**src/shared/utx_pkg.sv**
```systemverilog
/*
  Constants and types for the serial transmit block: register addresses,
  field positions, reset values, parity codes and frame states.
  Assumes a byte-wide register port driven by the processor on the same clock.
*/
package utx_pkg;

  localparam logic [15:0] ADDR_MODE   = 16'hff50;
  localparam logic [15:0] ADDR_CTRL   = 16'hff51;
  localparam logic [15:0] ADDR_STATUS = 16'hff52;
  localparam logic [15:0] ADDR_BUF    = 16'hff53;

  localparam logic [7:0] MODE_RST = 8'h01;
  localparam logic [7:0] CTRL_RST = 8'h00;

  // Mode register fields
  localparam int MODE_POWER = 7;
  localparam int MODE_TXE   = 6;
  localparam int MODE_RXE   = 5;
  localparam int MODE_PS_HI = 4;
  localparam int MODE_PS_LO = 3;
  localparam int MODE_LEN8  = 2;
  localparam int MODE_STOP2 = 1;

  // Control register fields
  localparam int CTRL_MSB_FIRST = 1;
  localparam int CTRL_INVERT    = 0;

  // Status register fields
  localparam int STAT_FULL = 1;
  localparam int STAT_BUSY = 0;

  // Parity select codes {hi, lo}
  localparam logic [1:0] PAR_NONE = 2'h0;
  localparam logic [1:0] PAR_ZERO = 2'h1;
  localparam logic [1:0] PAR_ODD  = 2'h2;
  localparam logic [1:0] PAR_EVEN = 2'h3;

  localparam int FIFO_WIDTH = 8;
  localparam int FIFO_DEPTH = 8;

  localparam logic [2:0] LAST_BIT7 = 3'h6;
  localparam logic [2:0] LAST_BIT8 = 3'h7;

  typedef enum logic [2:0] {
    UTX_IDLE,
    UTX_WAIT,
    UTX_START,
    UTX_DATA,
    UTX_PARITY,
    UTX_STOP
  } utx_state_t;

endpackage

```
**src/core/utx_fifo.sv**
```systemverilog
/*
  Small synchronous FIFO with valid/ready on both sides and a flush input.
  Assumes one clock and a synchronous active-low reset.
*/
`timescale 1ns/1ns
`default_nettype none
module utx_fifo #(
  parameter int WIDTH = 8,
  parameter int DEPTH = 8
) (
  input  wire logic             clk,
  input  wire logic             rst_n,
  input  wire logic             flush,
  input  wire logic             in_valid,
  output logic                  in_ready,
  input  wire logic [WIDTH-1:0] in_data,
  output logic                  out_valid,
  input  wire logic             out_ready,
  output logic      [WIDTH-1:0] out_data
);
  localparam int AW = $clog2(DEPTH);

  logic [WIDTH-1:0] mem_q [DEPTH];
  logic [AW-1:0]    wr_q;
  logic [AW-1:0]    wr_d;
  logic [AW-1:0]    rd_q;
  logic [AW-1:0]    rd_d;
  logic [AW:0]      cnt_q;
  logic [AW:0]      cnt_d;
  logic             push;
  logic             pop;

  assign in_ready  = (cnt_q != (AW+1)'(DEPTH));
  assign out_valid = (cnt_q != '0);
  assign out_data  = mem_q[rd_q];

  always_comb begin
    push  = in_valid && in_ready;
    pop   = out_valid && out_ready;
    wr_d  = push ? AW'(wr_q + 1'b1) : wr_q;
    rd_d  = pop ? AW'(rd_q + 1'b1) : rd_q;
    cnt_d = cnt_q;
    if (push && !pop) begin
      cnt_d = (AW+1)'(cnt_q + 1'b1);
    end else if (pop && !push) begin
      cnt_d = (AW+1)'(cnt_q - 1'b1);
    end
    if (flush) begin
      wr_d  = '0;
      rd_d  = '0;
      cnt_d = '0;
    end
  end

  always_ff @(posedge clk) begin
    if (!rst_n) begin
      wr_q  <= '0;
      rd_q  <= '0;
      cnt_q <= '0;
    end else begin
      wr_q  <= wr_d;
      rd_q  <= rd_d;
      cnt_q <= cnt_d;
    end
  end

  // Storage needs no reset; occupancy is tracked by the counter
  always_ff @(posedge clk) begin
    if (push && !flush) begin
      mem_q[wr_q] <= in_data;
    end
  end

endmodule
`default_nettype wire

```
**src/core/utx_core.sv**
```systemverilog
/*
  Transmit side of an asynchronous serial channel with frame building,
  parity, bit order and polarity selection, a holding FIFO and status flags,
  plus the receive-side parity checker.
  Assumes a one-cycle baud_tick from an external baud generator on clk,
  and receiver logic on clk presenting characters to rx_check.
*/
//
// Contract
// - Frame: one start, seven or eight data, optional parity, one or two stops.
// - Four parity settings: even, odd, forced zero, none.
// - Bit order LSB or MSB first from control bit 1.
// - Output pin true or inverted from control bit 0.
// - Even parity: parity bit one when character has odd ones.
// - Even receive check: odd total ones gives parity error.
// - Odd parity: parity bit zero when character has odd ones.
// - Odd receive check: even total ones gives parity error.
// - Zero parity sends zero; receiver never flags an error.
// - No parity: no parity slot sent; receiver never flags.
// - Transmit enabled only when power set first, then enable.
// - Holding buffer write starts frame; framing bits added by hardware.
// - Frame start moves held character into shifter, shifted at baud rate.
// - Done pulse right after final stop bit has been driven.
// - With nothing waiting, stay idle until next write.
// - Buffer accepts next character once shifter started; frames back to back.
// - Status bit 1: holding buffer occupied, writing not permitted.
// - Status bit 0: transmission in progress.
// - Back-to-back flag pair walks 10, 11, 01; judge by bit 1.
// - Power off forces output high and internal receive input high; the pin is driven low instead when control bit 0 inverts.
`timescale 1ns/1ns
`default_nettype none
module utx_core (
  input  wire logic        clk,
  input  wire logic        rst_n,
  input  wire logic        reg_wr,
  input  wire logic [15:0] reg_addr,
  input  wire logic [7:0]  reg_wdata,
  output logic      [7:0]  reg_rdata,
  input  wire logic        baud_tick,
  output logic             serial_output_pin,
  output logic             transmit_done_irq,
  input  wire logic        serial_input_pin,
  output logic             rx_internal,
  input  wire logic        rx_check,
  input  wire logic [7:0]  rx_char,
  input  wire logic        rx_parity_bit,
  output logic             parity_error
);

  function automatic logic char_ones_odd(input logic [7:0] d, input logic len8);
    char_ones_odd = len8 ? (^d) : (^d[6:0]);
  endfunction

  function automatic logic tx_parity(input logic [7:0] d, input logic len8, input logic [1:0] sel);
    case (sel)
      utx_pkg::PAR_EVEN: tx_parity = char_ones_odd(d, len8);
      utx_pkg::PAR_ODD:  tx_parity = !char_ones_odd(d, len8);
      default:           tx_parity = 1'b0;
    endcase
  endfunction

  function automatic logic data_bit(input logic [7:0] d, input logic [2:0] idx,
                                    input logic [2:0] last, input logic msb_first);
    data_bit = msb_first ? d[3'(last - idx)] : d[idx];
  endfunction

  // Register group
  logic [7:0] mode_q;
  logic [7:0] mode_d;
  logic [7:0] ctrl_q;
  logic [7:0] ctrl_d;
  logic       tx_on_q;
  logic       tx_on_d;
  logic [7:0] reg_rdata_d;

  // Shifter group
  utx_pkg::utx_state_t state_q;
  utx_pkg::utx_state_t state_d;
  logic [7:0] shift_q;
  logic [7:0] shift_d;
  logic [2:0] cnt_q;
  logic [2:0] cnt_d;
  logic       par_q;
  logic       par_d;
  logic       line_q;
  logic       line_d;
  logic       pin_d;
  logic       done_d;
  logic       pop;

  // Receive-side group
  logic rx_s1_q;
  logic rx_s2_q;
  logic rx_int_d;
  logic perr_d;

  logic       fifo_in_valid;
  logic       fifo_out_valid;
  logic [7:0] fifo_out_data;

  logic [1:0] psel;
  logic       len8;
  logic [2:0] last_bit;
  logic       holding_full_flag;
  logic       shifter_busy_flag;

  assign psel              = {mode_q[utx_pkg::MODE_PS_HI], mode_q[utx_pkg::MODE_PS_LO]};
  assign len8              = mode_q[utx_pkg::MODE_LEN8];
  assign last_bit          = len8 ? utx_pkg::LAST_BIT8 : utx_pkg::LAST_BIT7;
  assign holding_full_flag = fifo_out_valid;
  assign shifter_busy_flag = (state_q != utx_pkg::UTX_IDLE);
  assign fifo_in_valid     = reg_wr && (reg_addr == utx_pkg::ADDR_BUF) && tx_on_q;

  // Pending characters wait here; a write while full is dropped, matching
  // the undefined outcome software must avoid by polling the full flag
  utx_fifo #(
    .WIDTH (utx_pkg::FIFO_WIDTH),
    .DEPTH (utx_pkg::FIFO_DEPTH)
  ) u_hold (
    .clk       (clk),
    .rst_n     (rst_n),
    .flush     (!tx_on_q),
    .in_valid  (fifo_in_valid),
    .in_ready  (),
    .in_data   (reg_wdata),
    .out_valid (fifo_out_valid),
    .out_ready (pop),
    .out_data  (fifo_out_data)
  );

  always_comb begin
    mode_d  = mode_q;
    ctrl_d  = ctrl_q;
    tx_on_d = tx_on_q;
    if (reg_wr && (reg_addr == utx_pkg::ADDR_MODE)) begin
      mode_d  = reg_wdata;
      // Enable needs power already on before this write, or already running
      tx_on_d = reg_wdata[utx_pkg::MODE_POWER] && reg_wdata[utx_pkg::MODE_TXE] &&
                (tx_on_q || mode_q[utx_pkg::MODE_POWER]);
    end
    if (reg_wr && (reg_addr == utx_pkg::ADDR_CTRL)) begin
      ctrl_d = reg_wdata;
    end
    case (reg_addr)
      utx_pkg::ADDR_MODE:   reg_rdata_d = mode_q;
      utx_pkg::ADDR_CTRL:   reg_rdata_d = ctrl_q;
      utx_pkg::ADDR_STATUS: reg_rdata_d = {6'h00, holding_full_flag, shifter_busy_flag};
      default:              reg_rdata_d = 8'h00;
    endcase
  end

  always_ff @(posedge clk) begin
    if (!rst_n) begin
      mode_q    <= utx_pkg::MODE_RST;
      ctrl_q    <= utx_pkg::CTRL_RST;
      tx_on_q   <= 1'b0;
      reg_rdata <= 8'h00;
    end else begin
      mode_q    <= mode_d;
      ctrl_q    <= ctrl_d;
      tx_on_q   <= tx_on_d;
      reg_rdata <= reg_rdata_d;
    end
  end

  always_comb begin
    state_d = state_q;
    shift_d = shift_q;
    cnt_d   = cnt_q;
    par_d   = par_q;
    line_d  = line_q;
    done_d  = 1'b0;
    pop     = 1'b0;
    if (!tx_on_q) begin
      state_d = utx_pkg::UTX_IDLE;
      line_d  = 1'b1;
    end else begin
      case (state_q)
        utx_pkg::UTX_IDLE: begin
          line_d = 1'b1;
          if (fifo_out_valid) begin
            pop     = 1'b1;
            shift_d = fifo_out_data;
            par_d   = tx_parity(fifo_out_data, len8, psel);
            state_d = utx_pkg::UTX_WAIT;
          end
        end
        utx_pkg::UTX_WAIT: begin
          if (baud_tick) begin
            line_d  = 1'b0;
            state_d = utx_pkg::UTX_START;
          end
        end
        utx_pkg::UTX_START: begin
          if (baud_tick) begin
            cnt_d   = 3'h0;
            line_d  = data_bit(shift_q, 3'h0, last_bit, ctrl_q[utx_pkg::CTRL_MSB_FIRST]);
            state_d = utx_pkg::UTX_DATA;
          end
        end
        utx_pkg::UTX_DATA: begin
          if (baud_tick) begin
            if (cnt_q == last_bit) begin
              cnt_d = 3'h0;
              if (psel == utx_pkg::PAR_NONE) begin
                line_d  = 1'b1;
                state_d = utx_pkg::UTX_STOP;
              end else begin
                line_d  = par_q;
                state_d = utx_pkg::UTX_PARITY;
              end
            end else begin
              cnt_d  = 3'(cnt_q + 1'b1);
              line_d = data_bit(shift_q, 3'(cnt_q + 1'b1), last_bit, ctrl_q[utx_pkg::CTRL_MSB_FIRST]);
            end
          end
        end
        utx_pkg::UTX_PARITY: begin
          if (baud_tick) begin
            line_d  = 1'b1;
            cnt_d   = 3'h0;
            state_d = utx_pkg::UTX_STOP;
          end
        end
        utx_pkg::UTX_STOP: begin
          if (baud_tick) begin
            if (cnt_q == {2'h0, mode_q[utx_pkg::MODE_STOP2]}) begin
              done_d = 1'b1;
              // Chain straight into the next start bit so frames run back to back
              if (fifo_out_valid) begin
                pop     = 1'b1;
                shift_d = fifo_out_data;
                par_d   = tx_parity(fifo_out_data, len8, psel);
                line_d  = 1'b0;
                state_d = utx_pkg::UTX_START;
              end else begin
                state_d = utx_pkg::UTX_IDLE;
              end
            end else begin
              cnt_d = 3'(cnt_q + 1'b1);
            end
          end
        end
        default: begin
          state_d = utx_pkg::UTX_IDLE;
          line_d  = 1'b1;
        end
      endcase
    end
    pin_d = line_d ^ ctrl_d[utx_pkg::CTRL_INVERT];
  end

  always_ff @(posedge clk) begin
    if (!rst_n) begin
      state_q           <= utx_pkg::UTX_IDLE;
      shift_q           <= 8'h00;
      cnt_q             <= 3'h0;
      par_q             <= 1'b0;
      line_q            <= 1'b1;
      serial_output_pin <= 1'b1;
      transmit_done_irq <= 1'b0;
    end else begin
      state_q           <= state_d;
      shift_q           <= shift_d;
      cnt_q             <= cnt_d;
      par_q             <= par_d;
      line_q            <= line_d;
      serial_output_pin <= pin_d;
      transmit_done_irq <= done_d;
    end
  end

  always_comb begin
    rx_int_d = mode_q[utx_pkg::MODE_POWER] ? rx_s2_q : 1'b1;
    perr_d   = parity_error;
    if (rx_check) begin
      case (psel)
        utx_pkg::PAR_EVEN: perr_d = char_ones_odd(rx_char, len8) ^ rx_parity_bit;
        utx_pkg::PAR_ODD:  perr_d = !(char_ones_odd(rx_char, len8) ^ rx_parity_bit);
        default:           perr_d = 1'b0;
      endcase
    end
  end

  always_ff @(posedge clk) begin
    if (!rst_n) begin
      rx_s1_q      <= 1'b1;
      rx_s2_q      <= 1'b1;
      rx_internal  <= 1'b1;
      parity_error <= 1'b0;
    end else begin
      rx_s1_q      <= serial_input_pin;
      rx_s2_q      <= rx_s1_q;
      rx_internal  <= rx_int_d;
      parity_error <= perr_d;
    end
  end

  a_done_after_stop: assert property (@(posedge clk) disable iff (!rst_n)
    transmit_done_irq |-> $past(state_q) == utx_pkg::UTX_STOP && $past(baud_tick))
    else $error("done pulse not right after final stop");
  a_start_low: assert property (@(posedge clk) disable iff (!rst_n)
    (state_q == utx_pkg::UTX_START) |-> !line_q)
    else $error("start bit not low");
  a_stop_high: assert property (@(posedge clk) disable iff (!rst_n)
    (state_q == utx_pkg::UTX_STOP) |-> line_q)
    else $error("stop bit not high");
  a_idle_pin_level: assert property (@(posedge clk) disable iff (!rst_n)
    (state_q == utx_pkg::UTX_IDLE) && $past(state_q == utx_pkg::UTX_IDLE) && $stable(ctrl_q)
      |-> serial_output_pin == !ctrl_q[utx_pkg::CTRL_INVERT])
    else $error("idle pin level wrong");
  a_enable_order: assert property (@(posedge clk) disable iff (!rst_n)
    $rose(tx_on_q) |-> $past(mode_q[utx_pkg::MODE_POWER]) && mode_q[utx_pkg::MODE_TXE])
    else $error("enabled without prior power");
  a_no_parity_slot: assert property (@(posedge clk) disable iff (!rst_n)
    (psel == utx_pkg::PAR_NONE) && $stable(mode_q) |-> state_q != utx_pkg::UTX_PARITY)
    else $error("parity slot sent with no parity");
  a_zero_parity_bit: assert property (@(posedge clk) disable iff (!rst_n)
    (state_q == utx_pkg::UTX_PARITY) && (psel == utx_pkg::PAR_ZERO) && $stable(mode_q) |-> !line_q)
    else $error("zero parity bit not zero");
  a_status_read: assert property (@(posedge clk) disable iff (!rst_n)
    (reg_addr == utx_pkg::ADDR_STATUS) |=> reg_rdata == {6'h00, $past(holding_full_flag), $past(shifter_busy_flag)})
    else $error("status read mismatch");
  a_pop_to_busy: assert property (@(posedge clk) disable iff (!rst_n)
    pop && tx_on_q |=> shifter_busy_flag || !tx_on_q)
    else $error("loaded character without busy shifter");
  a_rx_no_check: assert property (@(posedge clk) disable iff (!rst_n)
    rx_check && (psel == utx_pkg::PAR_ZERO || psel == utx_pkg::PAR_NONE) |=> !parity_error)
    else $error("parity error flagged without checking");

endmodule
`default_nettype wire

```
**config.mk**
```make
export PLATFORM = sky130hd
export DESIGN_NAME = utx_core
export DESIGN_NICKNAME = d
export VERILOG_FILES = /design/src/shared/utx_pkg.sv /design/src/core/utx_fifo.sv /design/src/core/utx_core.sv
export SDC_FILE = /design/constraint.sdc
export NUM_CORES = 1
export LEC_CHECK = 0
export BUFFER_PORTS_ARGS = -buffer_cell sky130_fd_sc_hd__buf_2
export CORE_AREA = 2 2 140 142
export CTS_CLUSTER_SIZE = 25
export DETAILED_ROUTE_END_ITERATION = 12
export DIE_AREA = 0 0 142 144
export GPL_TIMING_DRIVEN = 0
export PLACE_DENSITY = 0.56
export SYNTH_ARGS = -nofsm -noshare
export SYNTH_HDL_FRONTEND = slang
export SYNTH_SLANG_ARGS = --single-unit
```
**constraint.sdc**
```tcl
create_clock -name clk -period 7 [get_ports clk]
set_clock_uncertainty 0.2 [all_clocks]
set_input_delay 1.4 -clock clk [delete_from_list [all_inputs] [get_ports clk]]
set_output_delay 1.4 -clock clk [all_outputs]
set_load 0.02 [all_outputs]
```
==> metrics <==
Cell Pwr Density about 240 mW/mm^2; most common cell in the netlist edfxtp_1; ranking of synthesized cells by area edfxtp_1 (34%), dfxtp_1 (21%), mux4_1 (7.5%); clk slew on worst S/H paths around 50 ps; CP Buf/Inv Count 5; antenna violations before repair 0; crit end category register; largest net degree at the start of global routing 17; mapped cell area 0.00560 sq mm; final hold vios 0; Vias/cell slightly below 5; CTS Buffer Depth 2; global-route wire length before repair slightly below 20000 um; static leakage power roughly 2.4 nW; area delta synth->final 20.3%; remaining routing DRC violations 0; final setup TNS 0 ps; Final period util 61.6%; IO Count 51; Startpoint Class primary input; slowest CP cell nor4b_2; starting DRC count in detailed routing 280; WL per Instance roughly 17 um; fin area ~0.0067 sq mm; share of layout cells above drive strength 1 between 10% and 20%; initial core utilization between 20 and 30%; CP Class in2reg; CTS resizes 0; site row count 51; via count 3747; CP Data Arrival Time 4450 ps; Final Setup Violations 0; final worst path period need 4310 ps; Root Buffer Master clkbuf_16; final slew viol count 0; post-synth top area share about 34%; post-synth cell types just under 60; worst hold margin 214 ps; crit-path max FO 10; sequential area share after synthesis a little under three fifths; Die Height approximately 140 um; Final Worst Setup Slack 2690 ps; Tot GR Track Use 12.8%; Synth Warn # 0; Seq cells post-synth ~120; CTS Buf Count 17; Primary FF master, synth edfxtp_1; Max IR drop VDD 168 uV; maximum clock frequency approximately 0.23 GHz; outcome completed; most frequent cells after synthesis edfxtp_1 (64), dfxtp_1 (60), nand2_1 (36); CP delay by family, top buffers and inverters; RSZ-0062 raised after global routing no; Multi-input gate area 0.00233 sq mm; Total Wirelength 12700 um; Die Wd about 140 um; # clock sinks between 100 and 150; Fillers about 1900; Post-CTS Repair Setup Buffers 0; GP Congestion 0.804; Storage cell area ~0.0031 sq mm; Antenna Cells 0; Layout Cells excl Fill roughly 760; TritonRoute pass-1 iters 4; Post-synth EDFFs between 60 and 70; htree depth 4; Worst EP required roughly 7100 ps; Worst-Margin Slew between 900 and 1000 ps; CTS tree built; ys async rst share 0%; CP peak stage delay between 500 and 600 ps; Placed Area 0.00617 sq mm; worst-path cell chain clkbuf_1 -> a41oi_1 -> nor4b_2 -> buf_4 -> buf_4 -> inv_1 -> ha_1 -> inv_1 -> ha_1 -> a21o_1 -> a21oi_1 -> xnor2_1 -> or3_1 -> a21oi_1; Final #Nets about 560; syn_nets a little under 500; Worst-Skew Late Latency between 400 and 500 ps; dpl cells between 700 and 800; syn avg cell area between 10 and 15 sq um; relative slew slack roughly 36%; dpl ws around 2200 ps; Hold Path Class reg2reg; Core ar. around 0.019 sq mm; Yosys top cell by area edfxtp_1; dpl hpwl 8980 um; total grt overflow 0; die area 0.0204 sq mm; CTS Hold Bufs 0; Synth Instances ~440; IO Port Bufs between 40 and 50; vias in the first global route 3695; post-route ant nets 0; max cap viols 0
cell families after synthesis:
family                     after synthesis  share of synthesized area (%)
and+or+nand+nor                        135                           12.5
DFF                                    124                           55.8
AOI/OAI and AO/OA                       77                           9.77
muxes                                   38                           12.5
buffers and inverters                   34                           2.88
xor gates and xnor gates                25                           4.43
adders and majority gates                9                           2.15
final cells by class:
cell class	count	area share, %
plain buffers	22	1.73
clock buffers	17	6.32
clock inverters	14	1.90
inverters	12	0.669
multi-input cells	284	34.7
flip-flops and latches	124	46.4
well taps	238	4.43
repair buffers	50	3.89
state kept, by name, summed over array words and instances (netlist names), 4 cells and up, named ones only:
name and flops:
u_hold.cnt_q 4, reg_rdata 8, u_hold.mem_q 64, shift_q 8, ctrl_q 8, mode_q 8
routing by layer:
layer,track usage [%],routed length [um]
met1,16.9,5850
met5,0,0
met3,3.25,426
met4,4.63,196
met2,20.6,6190
cells in the final DEF (no fill, tap or decap), types with 3 or more instances in the layout:
cell type	netlist	layout
o31ai_1	3	3
o21ai_0	5	5
a21oi_1	17	17
clkbuf_16	0	17
nand4b_1	3	3
mux2_2	3	3
xor2_1	8	8
buf_4	3	4
mux2i_1	14	14
a22oi_1	7	7
clkbuf_1	13	13
nand2b_1	6	6
nor3_2	0	3
nor2_1	26	26
ha_1	8	8
mux4_1	16	16
o221ai_1	3	3
nor3_1	7	4
clkinvlp_4	0	3
inv_1	12	12
a21boi_0	19	19
nand4_1	3	3
nand2_1	36	36
xnor2_1	15	15
or3_1	3	3
nand3_1	21	21
nor2b_1	13	13
clkinv_1	0	6
dfxtp_1	60	60
o211a_1	7	7
and2_1	4	4
buf_2	2	49
mux4_2	4	4
edfxtp_1	64	64
stage by stage:
step | power [mW] | utilization [%]
after floorplan | 0.797 | -
after CTS | 1.64 | 35.2
after global placement | 0.818 | 32.1
final | 1.63 | 35.3
after detailed placement | 0.819 | 32.3
after global routing | 1.68 | 35.3
power by group:
part / switching [mW] / internal (mW)
combinational: 0.0231 / 0.0169
clock: 0.310 / 0.514
sequential: 0.000105 / 0.764
total: 0.333 / 1.29
path summary, 6_finish.rpt:
check	cells after the start	startpoint	slack (ps)	endpoint
hold reg to reg	1	rx_s1_q$_SDFF_PN1_	210	rx_s2_q$_SDFF_PN1_
setup reg to reg	15	cnt_q[0]$_SDFFE_PN0P_	2970	u_hold.cnt_q[3]$_SDFFE_PN0P_
setup / recovery	14	baud_tick	2690	u_hold.cnt_q[3]$_SDFFE_PN0P_
hold / removal	1	rx_s1_q$_SDFF_PN1_	210	rx_s2_q$_SDFF_PN1_
No activity file was read; power rests on OpenSTA's default activity.
